**src/core/xlsf_pkg.sv**
```systemverilog
// Package of constants and carrier types for the lane status flag bank
package xlsf_pkg;

    // ***************************************************
    // Register map
    // ***************************************************
    localparam logic [7:0]  XLSF_IDX_LANE_STATUS = 8'h16;
    localparam logic [7:0]  XLSF_IDX_SYNC_STATUS = 8'h17;
    localparam int          XLSF_ADDR_W          = 12;
    // Printed offsets are word indices, so the byte address is four times the index
    localparam logic [11:0] XLSF_ADDR_LANE_STATUS = {2'h0, XLSF_IDX_LANE_STATUS, 2'h0};
    localparam logic [11:0] XLSF_ADDR_SYNC_STATUS = {2'h0, XLSF_IDX_SYNC_STATUS, 2'h0};
    // Own register holding the per-lane pin select fields
    localparam logic [11:0] XLSF_ADDR_PIN_SELECT  = 12'h100;

    // ***************************************************
    // Field positions
    // ***************************************************
    localparam int XLSF_TXCOL_LSB  = 12;
    localparam int XLSF_DECERR_LSB = 8;
    localparam int XLSF_PASS_LSB   = 4;
    localparam int XLSF_LOST_LSB   = 0;
    localparam int XLSF_ALIGN_BIT  = 4;
    localparam int XLSF_RXCOL_LSB  = 0;
    localparam int XLSF_SEL_LSB    = 9;
    localparam int XLSF_SEL_STRIDE = 2;

    // ***************************************************
    // Reset values and encodings
    // ***************************************************
    localparam logic [3:0]  XLSF_PASS_RESET  = 4'hF;
    localparam logic [3:0]  XLSF_FLAG_RESET  = 4'h0;
    localparam logic [7:0]  XLSF_SEL_RESET   = 8'h00;
    localparam logic [31:0] XLSF_ZERO_WORD   = 32'h0000_0000;

    typedef enum logic [1:0] {
        XLSF_PIN_IDLE_LEVEL,
        XLSF_PIN_COMMA,
        XLSF_PIN_SIGNAL_LOST,
        XLSF_PIN_PATTERN_OK
    } xlsf_pin_sel_t;

    // ***************************************************
    // Carrier for per-lane events
    // ***************************************************
    typedef struct packed {
        logic [3:0] tx_collision;
        logic [3:0] decode_error;
        logic [3:0] pattern_error;
        logic [3:0] signal_lost;
        logic [3:0] rx_collision;
        logic [3:0] comma_seen;
        logic       lanes_aligned;
    } xlsf_events_t;

endpackage

```
**src/core/xlsf_lane_status_flags.sv**
```systemverilog
// Lane status flag bank with APB slave and multi-purpose pin outputs
//
// Overview of operation
// Each lane sets its transmit collision flag (bits 15:12, D to A) when its transmit FIFO self-resets.
// Every sticky flag of both status registers clears when software reads the register that holds it.
// Each lane sets its decode error flag (bits 11:8) on an invalid code word or disparity violation.
// Pattern-pass flags (bits 7:4) reset to 1 and drop to 0 when the pattern checker sees an error.
// Reading a pattern-pass flag that has dropped returns 0 and then restores it to 1.
// Each lane sets its signal-lost flag (bits 3:0) when that lane reports loss of signal.
// Collision, decode error and signal-lost flags of the lane status register reset to 0.
// Bits 15:5 of the sync status register always read zero.
// Bit 4 of the sync status register sets when all four lanes realign, and stays 0 until then.
// Each lane sets its receive collision flag (sync status bits 3:0) when its receive FIFO self-resets.
// Pin select 10 shows the lane's signal-lost flag, 11 its pattern-pass flag.
// An event in the same cycle as a clearing read stays set for the next read.
module xlsf_lane_status_flags
    import xlsf_pkg::*;
(
    input  wire logic                   mclk_in,
    input  wire logic                   rst_n_in,
    input  wire logic                   clk_en_in,
    input  wire logic                   psel_in,
    input  wire logic                   penable_in,
    input  wire logic                   pwrite_in,
    input  wire logic [XLSF_ADDR_W-1:0] paddr_in,
    input  wire logic [31:0]            pwdata_in,
    input  wire logic [3:0]             pstrb_in,
    input  wire xlsf_events_t           events_in,
    input  wire logic                   pin_idle_level_in,
    output logic [31:0]                 prdata_out,
    output logic                        pready_out,
    output logic                        pslverr_out,
    output logic [3:0]                  multi_purpose_output_pin_out
);

    // ***************************************************
    // Reset release
    // ***************************************************
    logic rst_sync1_q;
    logic rst_sync2_q;
    logic rst_n;

    always_ff @(posedge mclk_in or negedge rst_n_in) begin
        if (!rst_n_in) begin
            rst_sync1_q <= 1'b0;
            rst_sync2_q <= 1'b0;
        end else begin
            rst_sync1_q <= 1'b1;
            rst_sync2_q <= rst_sync1_q;
        end
    end

    assign rst_n = rst_sync2_q;

    // ***************************************************
    // Event inputs come from other logic; two stages keep them safe
    // ***************************************************
    xlsf_events_t ev_meta_q;
    xlsf_events_t ev_q;
    logic         pin_idle_meta_q;
    logic         pin_idle_q;

    always_ff @(posedge mclk_in or negedge rst_n) begin
        if (!rst_n) begin
            ev_meta_q       <= '0;
            ev_q            <= '0;
            pin_idle_meta_q <= 1'b0;
            pin_idle_q      <= 1'b0;
        end else if (clk_en_in) begin
            ev_meta_q       <= events_in;
            ev_q            <= ev_meta_q;
            pin_idle_meta_q <= pin_idle_level_in;
            pin_idle_q      <= pin_idle_meta_q;
        end
    end

    // ***************************************************
    // APB decode
    // ***************************************************
    logic access;
    logic rd_lane;
    logic rd_sync;
    logic wr_sel;
    logic hit;

    assign access  = psel_in && penable_in && clk_en_in;
    assign rd_lane = access && !pwrite_in && (paddr_in == XLSF_ADDR_LANE_STATUS);
    assign rd_sync = access && !pwrite_in && (paddr_in == XLSF_ADDR_SYNC_STATUS);
    assign wr_sel  = access && pwrite_in && (paddr_in == XLSF_ADDR_PIN_SELECT);
    assign hit     = (paddr_in == XLSF_ADDR_LANE_STATUS) || (paddr_in == XLSF_ADDR_SYNC_STATUS)
                     || (paddr_in == XLSF_ADDR_PIN_SELECT);

    logic setup;
    logic wr_sel_ok;

    assign setup     = psel_in && !penable_in && clk_en_in;
    assign wr_sel_ok = wr_sel && pstrb_in[1] && pstrb_in[0];

    // Clear only what the read reported, so a flag set after the snapshot survives
    function automatic logic [3:0] sticky(input logic [3:0] cur, input logic [3:0] ev, input logic [3:0] clr);
        sticky = (cur & ~clr) | ev;
    endfunction

    // Restore only the zeros that were reported; a fresh error still wins
    function automatic logic [3:0] restore(input logic [3:0] cur, input logic [3:0] ev, input logic [3:0] low);
        restore = (cur | low) & ~ev;
    endfunction

    // ***************************************************
    // Flag registers and read words
    // ***************************************************
    logic [3:0]  tx_col_q;
    logic [3:0]  dec_err_q;
    logic [3:0]  pass_q;
    logic [3:0]  lost_q;
    logic [3:0]  rx_col_q;
    logic        align_q;
    logic [7:0]  pin_sel_q;
    logic [15:0] lane_word;
    logic [15:0] sync_word;
    logic [15:0] sel_word;
    logic [31:0] read_word;

    always_comb begin
        lane_word                       = 16'h0000;
        lane_word[XLSF_TXCOL_LSB +: 4]  = tx_col_q;
        lane_word[XLSF_DECERR_LSB +: 4] = dec_err_q;
        lane_word[XLSF_PASS_LSB +: 4]   = pass_q;
        lane_word[XLSF_LOST_LSB +: 4]   = lost_q;
    end

    always_comb begin
        sync_word                      = 16'h0000;
        sync_word[XLSF_ALIGN_BIT]      = align_q;
        sync_word[XLSF_RXCOL_LSB +: 4] = rx_col_q;
    end

    assign sel_word = {pin_sel_q, 8'h00};

    always_comb begin
        unique case (paddr_in)
            XLSF_ADDR_LANE_STATUS: read_word = {16'h0000, lane_word};
            XLSF_ADDR_SYNC_STATUS: read_word = {16'h0000, sync_word};
            XLSF_ADDR_PIN_SELECT:  read_word = {16'h0000, sel_word};
            default:               read_word = XLSF_ZERO_WORD;
        endcase
    end

    // ***************************************************
    // Read snapshot and clear masks
    // ***************************************************
    logic [15:0] lane_snap_q;
    logic [15:0] sync_snap_q;
    logic [3:0]  tx_clr;
    logic [3:0]  dec_clr;
    logic [3:0]  lost_clr;
    logic [3:0]  pass_low;
    logic [3:0]  rx_clr;
    logic        align_clr;

    // The read returns this snapshot; the access edge clears its set sticky bits and restores its zero pass bits
    always_ff @(posedge mclk_in or negedge rst_n) begin
        if (!rst_n) begin
            lane_snap_q <= 16'h0000;
            sync_snap_q <= 16'h0000;
        end else if (setup && !pwrite_in) begin
            lane_snap_q <= (paddr_in == XLSF_ADDR_LANE_STATUS) ? lane_word : 16'h0000;
            sync_snap_q <= (paddr_in == XLSF_ADDR_SYNC_STATUS) ? sync_word : 16'h0000;
        end
    end

    assign tx_clr    = rd_lane ? lane_snap_q[XLSF_TXCOL_LSB +: 4] : 4'h0;
    assign dec_clr   = rd_lane ? lane_snap_q[XLSF_DECERR_LSB +: 4] : 4'h0;
    assign lost_clr  = rd_lane ? lane_snap_q[XLSF_LOST_LSB +: 4] : 4'h0;
    assign pass_low  = rd_lane ? ~lane_snap_q[XLSF_PASS_LSB +: 4] : 4'h0;
    assign rx_clr    = rd_sync ? sync_snap_q[XLSF_RXCOL_LSB +: 4] : 4'h0;
    assign align_clr = rd_sync && sync_snap_q[XLSF_ALIGN_BIT];

    // ***************************************************
    // Lane status flags, one block per field
    // ***************************************************
    always_ff @(posedge mclk_in or negedge rst_n) begin
        if (!rst_n) begin
            tx_col_q <= XLSF_FLAG_RESET;
        end else if (clk_en_in) begin
            tx_col_q <= sticky(tx_col_q, ev_q.tx_collision, tx_clr);
        end
    end

    always_ff @(posedge mclk_in or negedge rst_n) begin
        if (!rst_n) begin
            dec_err_q <= XLSF_FLAG_RESET;
        end else if (clk_en_in) begin
            dec_err_q <= sticky(dec_err_q, ev_q.decode_error, dec_clr);
        end
    end

    always_ff @(posedge mclk_in or negedge rst_n) begin
        if (!rst_n) begin
            lost_q <= XLSF_FLAG_RESET;
        end else if (clk_en_in) begin
            lost_q <= sticky(lost_q, ev_q.signal_lost, lost_clr);
        end
    end

    always_ff @(posedge mclk_in or negedge rst_n) begin
        if (!rst_n) begin
            pass_q <= XLSF_PASS_RESET;
        end else if (clk_en_in) begin
            pass_q <= restore(pass_q, ev_q.pattern_error, pass_low);
        end
    end

    // ***************************************************
    // Sync status flags
    // ***************************************************
    always_ff @(posedge mclk_in or negedge rst_n) begin
        if (!rst_n) begin
            rx_col_q <= XLSF_FLAG_RESET;
        end else if (clk_en_in) begin
            rx_col_q <= sticky(rx_col_q, ev_q.rx_collision, rx_clr);
        end
    end

    always_ff @(posedge mclk_in or negedge rst_n) begin
        if (!rst_n) begin
            align_q <= 1'b0;
        end else if (clk_en_in) begin
            align_q <= (align_q && !align_clr) || ev_q.lanes_aligned;
        end
    end

    // ***************************************************
    // Pin select register, two bits per lane
    // ***************************************************
    always_ff @(posedge mclk_in or negedge rst_n) begin
        if (!rst_n) begin
            pin_sel_q <= XLSF_SEL_RESET;
        end else if (wr_sel_ok) begin
            pin_sel_q <= pwdata_in[XLSF_SEL_LSB-1 +: 8];
        end
    end

    // ***************************************************
    // Read answer
    // ***************************************************
    // Zero-wait slave: pready answers in the first access cycle
    always_ff @(posedge mclk_in or negedge rst_n) begin
        if (!rst_n) begin
            pready_out <= 1'b0;
        end else if (clk_en_in) begin
            pready_out <= setup;
        end
    end

    always_ff @(posedge mclk_in or negedge rst_n) begin
        if (!rst_n) begin
            pslverr_out <= 1'b0;
        end else if (clk_en_in) begin
            pslverr_out <= setup && !hit;
        end
    end

    // Read data holds until the next read setup
    always_ff @(posedge mclk_in or negedge rst_n) begin
        if (!rst_n) begin
            prdata_out <= XLSF_ZERO_WORD;
        end else if (setup && !pwrite_in) begin
            prdata_out <= read_word;
        end
    end

    // ***************************************************
    // Multi-purpose pins
    // ***************************************************
    function automatic logic pin_level(input logic [1:0] sel, input logic comma, input logic lost,
                                       input logic pass, input logic idle);
        unique case (xlsf_pin_sel_t'(sel))
            XLSF_PIN_IDLE_LEVEL:  pin_level = idle;
            XLSF_PIN_COMMA:       pin_level = comma;
            XLSF_PIN_SIGNAL_LOST: pin_level = lost;
            XLSF_PIN_PATTERN_OK:  pin_level = pass;
        endcase
    endfunction

    logic [3:0] pin_next;

    always_comb begin
        for (int i = 0; i < 4; i++) begin
            pin_next[i] = pin_level(pin_sel_q[i*XLSF_SEL_STRIDE +: 2], ev_q.comma_seen[i], lost_q[i],
                                    pass_q[i], pin_idle_q);
        end
    end

    always_ff @(posedge mclk_in or negedge rst_n) begin
        if (!rst_n) begin
            multi_purpose_output_pin_out <= 4'h0;
        end else if (clk_en_in) begin
            multi_purpose_output_pin_out <= pin_next;
        end
    end

endmodule

```
**config.mk**
```make
export PLATFORM = sky130hd
export DESIGN_NAME = xlsf_lane_status_flags
export DESIGN_NICKNAME = d
export VERILOG_FILES = /design/src/core/xlsf_pkg.sv /design/src/core/xlsf_lane_status_flags.sv
export SDC_FILE = /design/constraint.sdc
export NUM_CORES = 1
export LEC_CHECK = 0
export BUFFER_PORTS_ARGS = -buffer_cell sky130_fd_sc_hd__buf_2
export CAP_MARGIN = 0
export CORE_MARGIN = 3
export CORE_UTILIZATION = 40
export CTS_CLUSTER_DIAMETER = 200
export DETAILED_ROUTE_END_ITERATION = 6
export PLACE_DENSITY = 0.6
export SYNTH_ARGS = -nofsm -noshare
export SYNTH_HDL_FRONTEND = slang
export SYNTH_SLANG_ARGS = --single-unit
```
**constraint.sdc**
```tcl
create_clock -name mclk_in -period 4.34 [get_ports mclk_in]
set_input_delay 0.651 -clock mclk_in [delete_from_list [all_inputs] [get_ports mclk_in]]
set_output_delay 0.651 -clock mclk_in [all_outputs]
set_load 0.01 [all_outputs]
```
[After elaboration in Yosys (flattened, before gate mapping)]
Cells that the tools add are included.
Storage, ports and cells
  register bits: 142
  output and inout bits: 38
  input bits: 80
  logic and storage cells: 100
Cells by class
  reduce and logical (&&, ||, !) cells: 26
  bitwise logic cells: 16
  eq/ne operators: 15
  multiplexer cells: 12
Operator list (count)
  one-hot mux 16 bit (3 select lines): 1
  equality test 12 x 7 -> 1 bit, second input constant: 2
  inverter 4 bit: 6
  AND 4 bit: 5
  two-way mux 4 bit: 5
  OR 4 bit: 5
  equality test 2 bit, second input constant: 8
  two-way mux 16 bit: 1
  one-hot mux 1 bit (4 select lines): 4
  logical AND 1 bit: 15
  equality test 12 x 9 -> 1 bit, second input constant: 1
  equality test 2 x 1 -> 1 bit, second input constant: 4
  zero test 2 bit: 4
  two-way mux 5 bit: 1
  zero test 1 bit: 4
  logical OR 1 bit: 3

[Depth between registers and ports, before layout]
Gate-level depths: netlist of run 1.
  depth after elaboration: 8
  gate-level depth with buffers: 6
  depth with buffers taken out: 4

[Worst setup path before layout of run 1]
No wires, ideal clock.
  kind: input to register
  from: input port paddr_in[1]
  to: register pin_sel_q[0]
  buffers on the path: 2
  arrival time: 2.275 ns
  setup time: 0.125 ns
  required time: 4.215 ns
  stages on the path: 5
  setup slack: 1.940 ns
  cells stage by stage: or4_4 -> buf_6 -> or4_4 -> buf_6 -> mux2_4
Between the ends
  longest elaborated chain between the ends: 4
Ends and longest elaborated chain
  start, declared: line xlsf_lane_status_flags.sv:25  | input wire logic [XLSF_ADDR_W-1:0] paddr_in,
  equality test 12 x 9 -> 1 bit: line xlsf_lane_status_flags.sv:89  | assign wr_sel = access && pwrite_in && (paddr_in == XLSF_ADDR_PIN_SELECT);
  logical AND 1 bit: line xlsf_lane_status_flags.sv:89
  logical AND 1 bit (2 in series): line xlsf_lane_status_flags.sv:97  | assign wr_sel_ok = wr_sel && pstrb_in[1] && pstrb_in[0];
  end signal, assigned: line xlsf_lane_status_flags.sv:240  | pin_sel_q <= pwdata_in[XLSF_SEL_LSB-1 +: 8];
  end, declared: line xlsf_lane_status_flags.sv:118  | logic [7:0] pin_sel_q;
Every way passes these cells.
A chain may end at the register's enable or synchronous reset.

[Worst setup path after layout of run 1]
  from: input port paddr_in[1]
  to: register lost_q[2]
Between the ends
  longest elaborated chain between the ends: 6
Ends and longest elaborated chain
  equality test 12 x 7 -> 1 bit: line xlsf_lane_status_flags.sv:87  | assign rd_lane = access && !pwrite_in && (paddr_in == XLSF_ADDR_LANE_STATUS);
  logical AND 1 bit: line xlsf_lane_status_flags.sv:87
  two-way mux 4 bit: line xlsf_lane_status_flags.sv:174  | assign lost_clr = rd_lane ? lane_snap_q[XLSF_LOST_LSB +: 4] : 4'h0;
  inverter 4 bit: line xlsf_lane_status_flags.sv:101  | sticky = (cur & ~clr) | ev;
  AND 4 bit: line xlsf_lane_status_flags.sv:101
  OR 4 bit: line xlsf_lane_status_flags.sv:101
  end signal, assigned: line xlsf_lane_status_flags.sv:202  | lost_q <= sticky(lost_q, ev_q.signal_lost, lost_clr);
  end, declared: line xlsf_lane_status_flags.sv:115  | logic [3:0] lost_q;
Every way passes these cells.

==> reports/qor.yml, run 1 <==
status: "complete, no violations"
synth-compound-area-share_pct: 8.041
coreArea_um2: 12260
worstSkewPairLatency_ns: 0.41
cts.htree.levels: 4
dieHeight_um: 119.0
synth-simple-area-share_pct: 8.850
final.setup_skew_ns: 0.01033
crit_required_ns: 4.64
synth_top_area_share_pct: 59.82
timing.fmax_ghz: 0.4222
detail-route-antenna-nets: 0
synth_cell_type_count: 34
cts_tree: "yes"
syn_area_um2: 5104
clkSinkCount: 126
drt_iter0_drc: 187
dr.pass1.iters: 4
synth_edf_count: 0
setup-tns-final_ns: 0
antenna_found_initial: 0
post_drt_wl_per_cell_um: 16.35
hold_slack_ns: 0.3195
critical-path-slowest-cell: "nor4_4"
slew_violations: 0
fin_cells: 647
reg2reg_from: "pin_sel_q[5]"
setup_violations: 0
drive_gt1_share_pct: 39.46
yosysMostFrequentCell: "dfrtp_1"
crit_fanout: 16
critPathArrivalTime_ns: 2.67
dieArea_um2: 14150
synth.area.top_cells: "dfrtp_1 (60%), mux2_2 (12%), nand2_1 (5.0%)"
critPathBufInv: 1
vias_per_cell: 5.022
syn2layout_area_growth_pct: 21.84
synth_top_family_by_area: "multiplexers"
power.density_nw_per_um2: 475.1
cap_violations: 0
worst_pin_slew_ns: 1.047
die_w_um: 119.0
min_period_ns: 2.369
crit_path_max_incr_delay_ns: 0.93
synth_adder_area_share_pct: 0
yosys_register_bits: 126
clockBufferDepth: 2
n_antenna_cell: 0
start_util_pct: 41.62
num_vias: 3249
cp-start-kind: "primary input"
synth-xor-area-share_pct: 0
netlist_instances: 386
grt_usage_pct: 15.92
rsz0062_at_grt: "false"
timing.rr.end: "multi_purpose_output_pin_out[2]"
grt_pass1_wl_um: 17370
synthArstFlopShare_pct: 100.0
dp_hpwl_um: 7063
post-route-period-util_pct: 54.58
nets: 546
routed_wl_um: 10580
synth_common_cells: "dfrtp_1 (122), nand2_1 (68), mux2_2 (56)"
synthMuxAreaShare_pct: 16.47
path_cells: "buf_2 > or4_4 > nor4_4 > nand2_1 > a22o_1"
p_leak_nw: 2.941
grt_start_max_net_pins: 79
relSlewSlack_pct: 29.69
dp_cells: 614
cts_root_buffer: "clkbuf_16"
final_hold_viol_count: 0
postCtsResizedCells: 0
setup_ws_ns: 1.971
cp.depth: 5
setup.worst_path.end_class: "flop"
post-place-ws_ns: 1.516
grt.overflow.total: 0
ff2ff_setup_slack_ns: 2.97
rows: 40
crit_family: "simple AND/OR/NAND/NOR gates"
critPathKind: "primary input to flop"
place_congestion: 0.7525
ys.warnings.count: 0
peakVddDrop_uv: 293.6
clk_pin_slew_ns: 0.06
synth.avg_cell_area_um2: 13.22
io_buffers: 75
ys.flop_type: "dfrtp_1"
cts_buffers: 17
seq_area_frac_synth_pct: 61.88
hp-class: "flop to asynchronous set/reset pin"
synth_top_cell_by_area: "dfrtp_1"
grt_pass1_vias: 3400
drc: 0
reg2reg_depth: 2
io_pins: 118
[what timing repair did]
action / 4_1_cts / 5_1_grt
buffers inserted: 0 / 0
hold endpoints to repair: 0 / 2
hold buffers: 0 / 1
setup endpoints to repair: 0 / 0
[area by class of cell]
class | instances | area, um^2
fill | 1098 | 6043
sequential | 126 | 3162
multi-input combinational | 233 | 1773
clock buffer | 21 | 460.4
timing repair buffer | 81 | 422.9
tap | 168 | 210.2
clock inverter | 11 | 163.9
inverter | 7 | 26.28
[cell usage in the layout, fill, tap and decap left out, drive strengths merged]
cell type,netlist,layout
clkbuf,14,21
and4b,1,1
nand3,6,6
mux4,4,4
mux2,64,64
nand4b,2,2
nor4b,1,1
or4b,1,1
bufinv,0,4
o21ai,11,11
dlygate4sd3,0,1
a21oi,9,9
clkinvlp,0,2
nand2b,1,1
o22ai,1,1
a22o,25,25
nand4bb,1,1
o32ai,1,1
or4,4,4
o211ai,1,1
nand2,68,68
buf,21,80
inv,7,7
a22oi,8,8
conb,2,17
dfrtp,122,122
nand4,1,1
nor2,1,1
dfstp,4,4
o41ai,1,1
nor4,4,4
clkinv,0,5
[power by group]
| group | internal (mW) | switching (mW) | total (mW) | leakage [nW] |
|---|---|---|---|---|
| combinational | 0.0952 | 0.0818 | 0.177 | 1.12 |
| sequential | 1.25 | 0.0466 | 1.30 | 1.52 |
| clock | 0.987 | 0.495 | 1.48 | 0.303 |
[worst max path at each step]
stage	to	from
global placement	prdata_out[2]	paddr_in[9]
CTS	lost_q[2]	paddr_in[1]
floorplan	align_q	rst_n
detailed placement	lost_q[2]	paddr_in[1]
finish	lost_q[2]	paddr_in[1]
global route	dec_err_q[3]	paddr_in[8]
[metal layers]
metal	part of all wire [%]	up-vias	GRT usage, %
li1	-	1502	-
met1	46	1657	20.61
met2	48	80	24.83
met3	5.0	10	5.603
met4	1.1	0	5.793
met5	0	-	0
[metrics by stage]
step	util, %	area [um^2]	power, mW
after floorplan	-	5160	1.432
after global placement	45.54	5584	1.489
after detailed placement	45.54	5584	1.496
after CTS	50.63	6208	2.987
after global routing	50.71	6218	3.065
final	50.71	6218	2.954
[kinds of logic after synthesis]
group / count (synthesis)
muxes: 68
other: 2
buffers and inverters: 42
AOI/OAI and AO/OA: 57
and+or+nand+nor: 91
DFF: 126
[sequential cells by signal, indices dropped and copies added, names as in the netlist]
register,cells
ev_meta_q,25
ev_q,25
lane_snap_q,16
prdata_out,16
pin_sel_q,8
sync_snap_q,5
dec_err_q,4
lost_q,4
multi_purpose_output_pin_out,4
pass_q,4
rx_col_q,4
tx_col_q,4
align_q,1
pin_idle_meta_q,1
pin_idle_q,1
pready_out,1
pslverr_out,1
rst_n,1
rst_sync1_q,1
[worst register-to-register path, stage by stage, from the launching register on]
cell     delay (ns)
dfrtp_1        0.43
mux4_2         0.54
mux2_2         0.28
(Power assumes the default switching activity.)
==> run 2: changes to the inputs <==
==> constraint.sdc (replaced) <==
create_clock -name mclk_in -period 2.2 [get_ports mclk_in]
set_input_delay 0.33 -clock mclk_in [delete_from_list [all_inputs] [get_ports mclk_in]]
set_output_delay 0.33 -clock mclk_in [all_outputs]
set_load 0.01 [all_outputs]
==> run 2 against run 1 <==
Sequential power increased by 96%. Largest power group unchanged. Combinational power increased by 110%. Flip-flop and latch count unchanged. Core utilization increased by 0.24 points. First-iteration DRC count decreased by 23%. Worst setup slack got worse by 1.5 ns. Largest cell class unchanged. Routed wire length decreased by 1.9%. Die area unchanged. Sequential share of layout area decreased by 0.24 points.
==> reports/qor.yml, run 2 (synthesized netlist as in run 1, its figures left out) <==
rows: 40  # unchanged
drc: 0  # unchanged
slew_violations: 0  # unchanged
cp_common_cell: "or4_4"
setup_violations: 0  # unchanged
final_common_cell: "dfrtp_1"
hold_end: "ev_meta_q[7]"
antenna_found_initial: 0  # unchanged
setup.worst_path.end_class: "flop"
syn2layout_area_growth_pct: 22.43
crit_family: "simple AND/OR/NAND/NOR gates"
io_buffers: 75  # unchanged
post-route-period-util_pct: 77.93
ff2ff_setup_slack_ns: 0.83  # -2.14 ns
critPathArrivalTime_ns: 2.00  # -0.67 ns
grt_pass1_wl_um: 17050  # -1.8%
clk_pin_slew_ns: 0.05  # about the same
die_w_um: 119.0  # unchanged
post_cts_buffers: 0  # unchanged
top_regs: "ev_meta_q x25, ev_q x25"
clockBufferDepth: 2  # unchanged
relSlewSlack_pct: 56.20  # +27 points
coreArea_um2: 12260  # unchanged
grt_pass1_vias: 3315  # -2.5%
drive_gt1_share_pct: 39.55  # +0.092 points
final.setup_skew_ns: 0.006077  # -0.004249 ns
holdPathStages: 2
post_drt_wl_per_cell_um: 15.81  # -3.3%
nets: 555  # +1.6%
rsz0062_at_grt: "false"
timing.fmax_ghz: 0.5833
peakVddDrop_uv: 582.9  # +99%
drt_iter0_drc: 144  # -23%
hp-class: "primary input to flop"
critical-path-slowest-cell: "or4_4"
cts_tree: "yes"
worstSkewPairLatency_ns: 0.40  # about the same
crit_required_ns: 2.49  # -2.15 ns
cp-start-kind: "primary input"
critPathBufInv: 1  # unchanged
start_util_pct: 41.62  # unchanged
n_antenna_cell: 0  # unchanged
crit_path_max_incr_delay_ns: 0.67  # -0.26 ns
final_cell_mix: "dfrtp_1 (121), buf_2 (75), nand2_1 (68)"
critPathKind: "primary input to flop"
p_leak_nw: 2.969  # +0.94%
power.density_nw_per_um2: 878.2  # +85%
reg2reg_from: "pin_idle_q"
num_vias: 3282  # +1.0%
dr.pass1.iters: 4  # unchanged
path_cells: "buf_2 > or4_4 > or4_4 > mux2_4"
routed_wl_um: 10370  # -1.9%
reg2reg_depth: 2  # unchanged
postCtsResizedCells: 0  # unchanged
clkSinkCount: 126  # unchanged
min-delay-start: "events_in[7]"
setup-tns-final_ns: 0  # unchanged
min_period_ns: 1.714
dieHeight_um: 119.0  # unchanged
worst_pin_slew_ns: 0.6570  # -0.3899 ns
grt_usage_pct: 15.61  # -0.31 points
dp_hpwl_um: 6953  # -1.6%
timing.rr.end: "multi_purpose_output_pin_out[1]"
grt_start_max_net_pins: 125  # +58%
cap_violations: 0  # unchanged
grt.overflow.total: 0  # unchanged
detail-route-antenna-nets: 0  # unchanged
status: "complete, no violations"
cts_hold_buf: 1  # +1
vias_per_cell: 5.003  # -0.37%
cts_root_buffer: "clkbuf_16"
cts_buffers: 17  # unchanged
crit_fanout: 8  # -8
setup_ws_ns: 0.4855  # -1.486 ns
post-place-ws_ns: 0.06901  # -1.447 ns
dieArea_um2: 14150  # unchanged
place_congestion: 0.7849  # +4.3%
io_pins: 118  # unchanged
cts.htree.levels: 4  # unchanged
final_hold_viol_count: 0  # unchanged
## run 2: cell types whose count changed in the layout (fill, tap and decap cells not counted)
cell        delta
buf_12         +2
buf_4          +7
bufinv_16      -4
clkbuf_1       +5
clkbuf_8       +6
clkinv_2       -4
clkinv_4       -1
clkinvlp_4     -2
## run 2: through the flow
step	total power, mW	instance area, um^2	cells	util, %	hold WS [ns]
2_1_floorplan	2.824	5161	401	-	0.03441
3_3_place_gp	2.946	5677	623	46.30	0.1143
3_5_place_dp	2.957	5677	623	46.30	0.1167
4_1_cts	5.558	6248	656	50.96	0.1407
5_1_grt	5.715	6248	656	50.96	0.1368
6_report	5.487	6248	656	50.96	0.1546
## run 2: worst max-delay path by stage
stage | startpoint | end | slack (ns) | cells past startpoint
after floorplan | rst_n | align_q | 0.10 | 0
after global placement | paddr_in[1] | pin_sel_q[5] | 0.08 | 4
after detailed placement | paddr_in[1] | pslverr_out | 0.07 | 6
after CTS | paddr_in[1] | pin_sel_q[0] | 0.49 | 4
after global routing | paddr_in[1] | pslverr_out | 0.46 | 6
final | paddr_in[1] | pin_sel_q[0] | 0.49 | 4
## run 2: per-layer routing
metal / vias to the layer above / global-route usage (%) / share of wire, %
met1: 1667 / 20.34 / 45
met4: 0 / 5.214 / 1.1
met3: 10 / 4.843 / 4.8
met2: 86 / 24.90 / 49
li1: 1519 / - / -
met5: - / 0 / 0
## run 2: layout make-up
type,instances,area (um^2)
multi-input cells,233,1773
repair buffers,90,515.5
clock buffers,32,561.8
fillers,1084,6013
flip-flops and latches,126,3162
inverters,7,26.28
well taps,168,210.2
## run 2: power by group
group / internal, mW / switching [mW] / leakage, nW
logic: 0.193 / 0.175 / 1.17
clock network: 1.68 / 0.892 / 0.275
registers: 2.47 / 0.0791 / 1.52
total: 4.34 / 1.15 / 2.97
## run 2: worst reg2reg max path, stage by stage, from the launching register on
cell and delay [ns]:
dfrtp_1 0.46, mux4_2 0.51, mux2_2 0.29
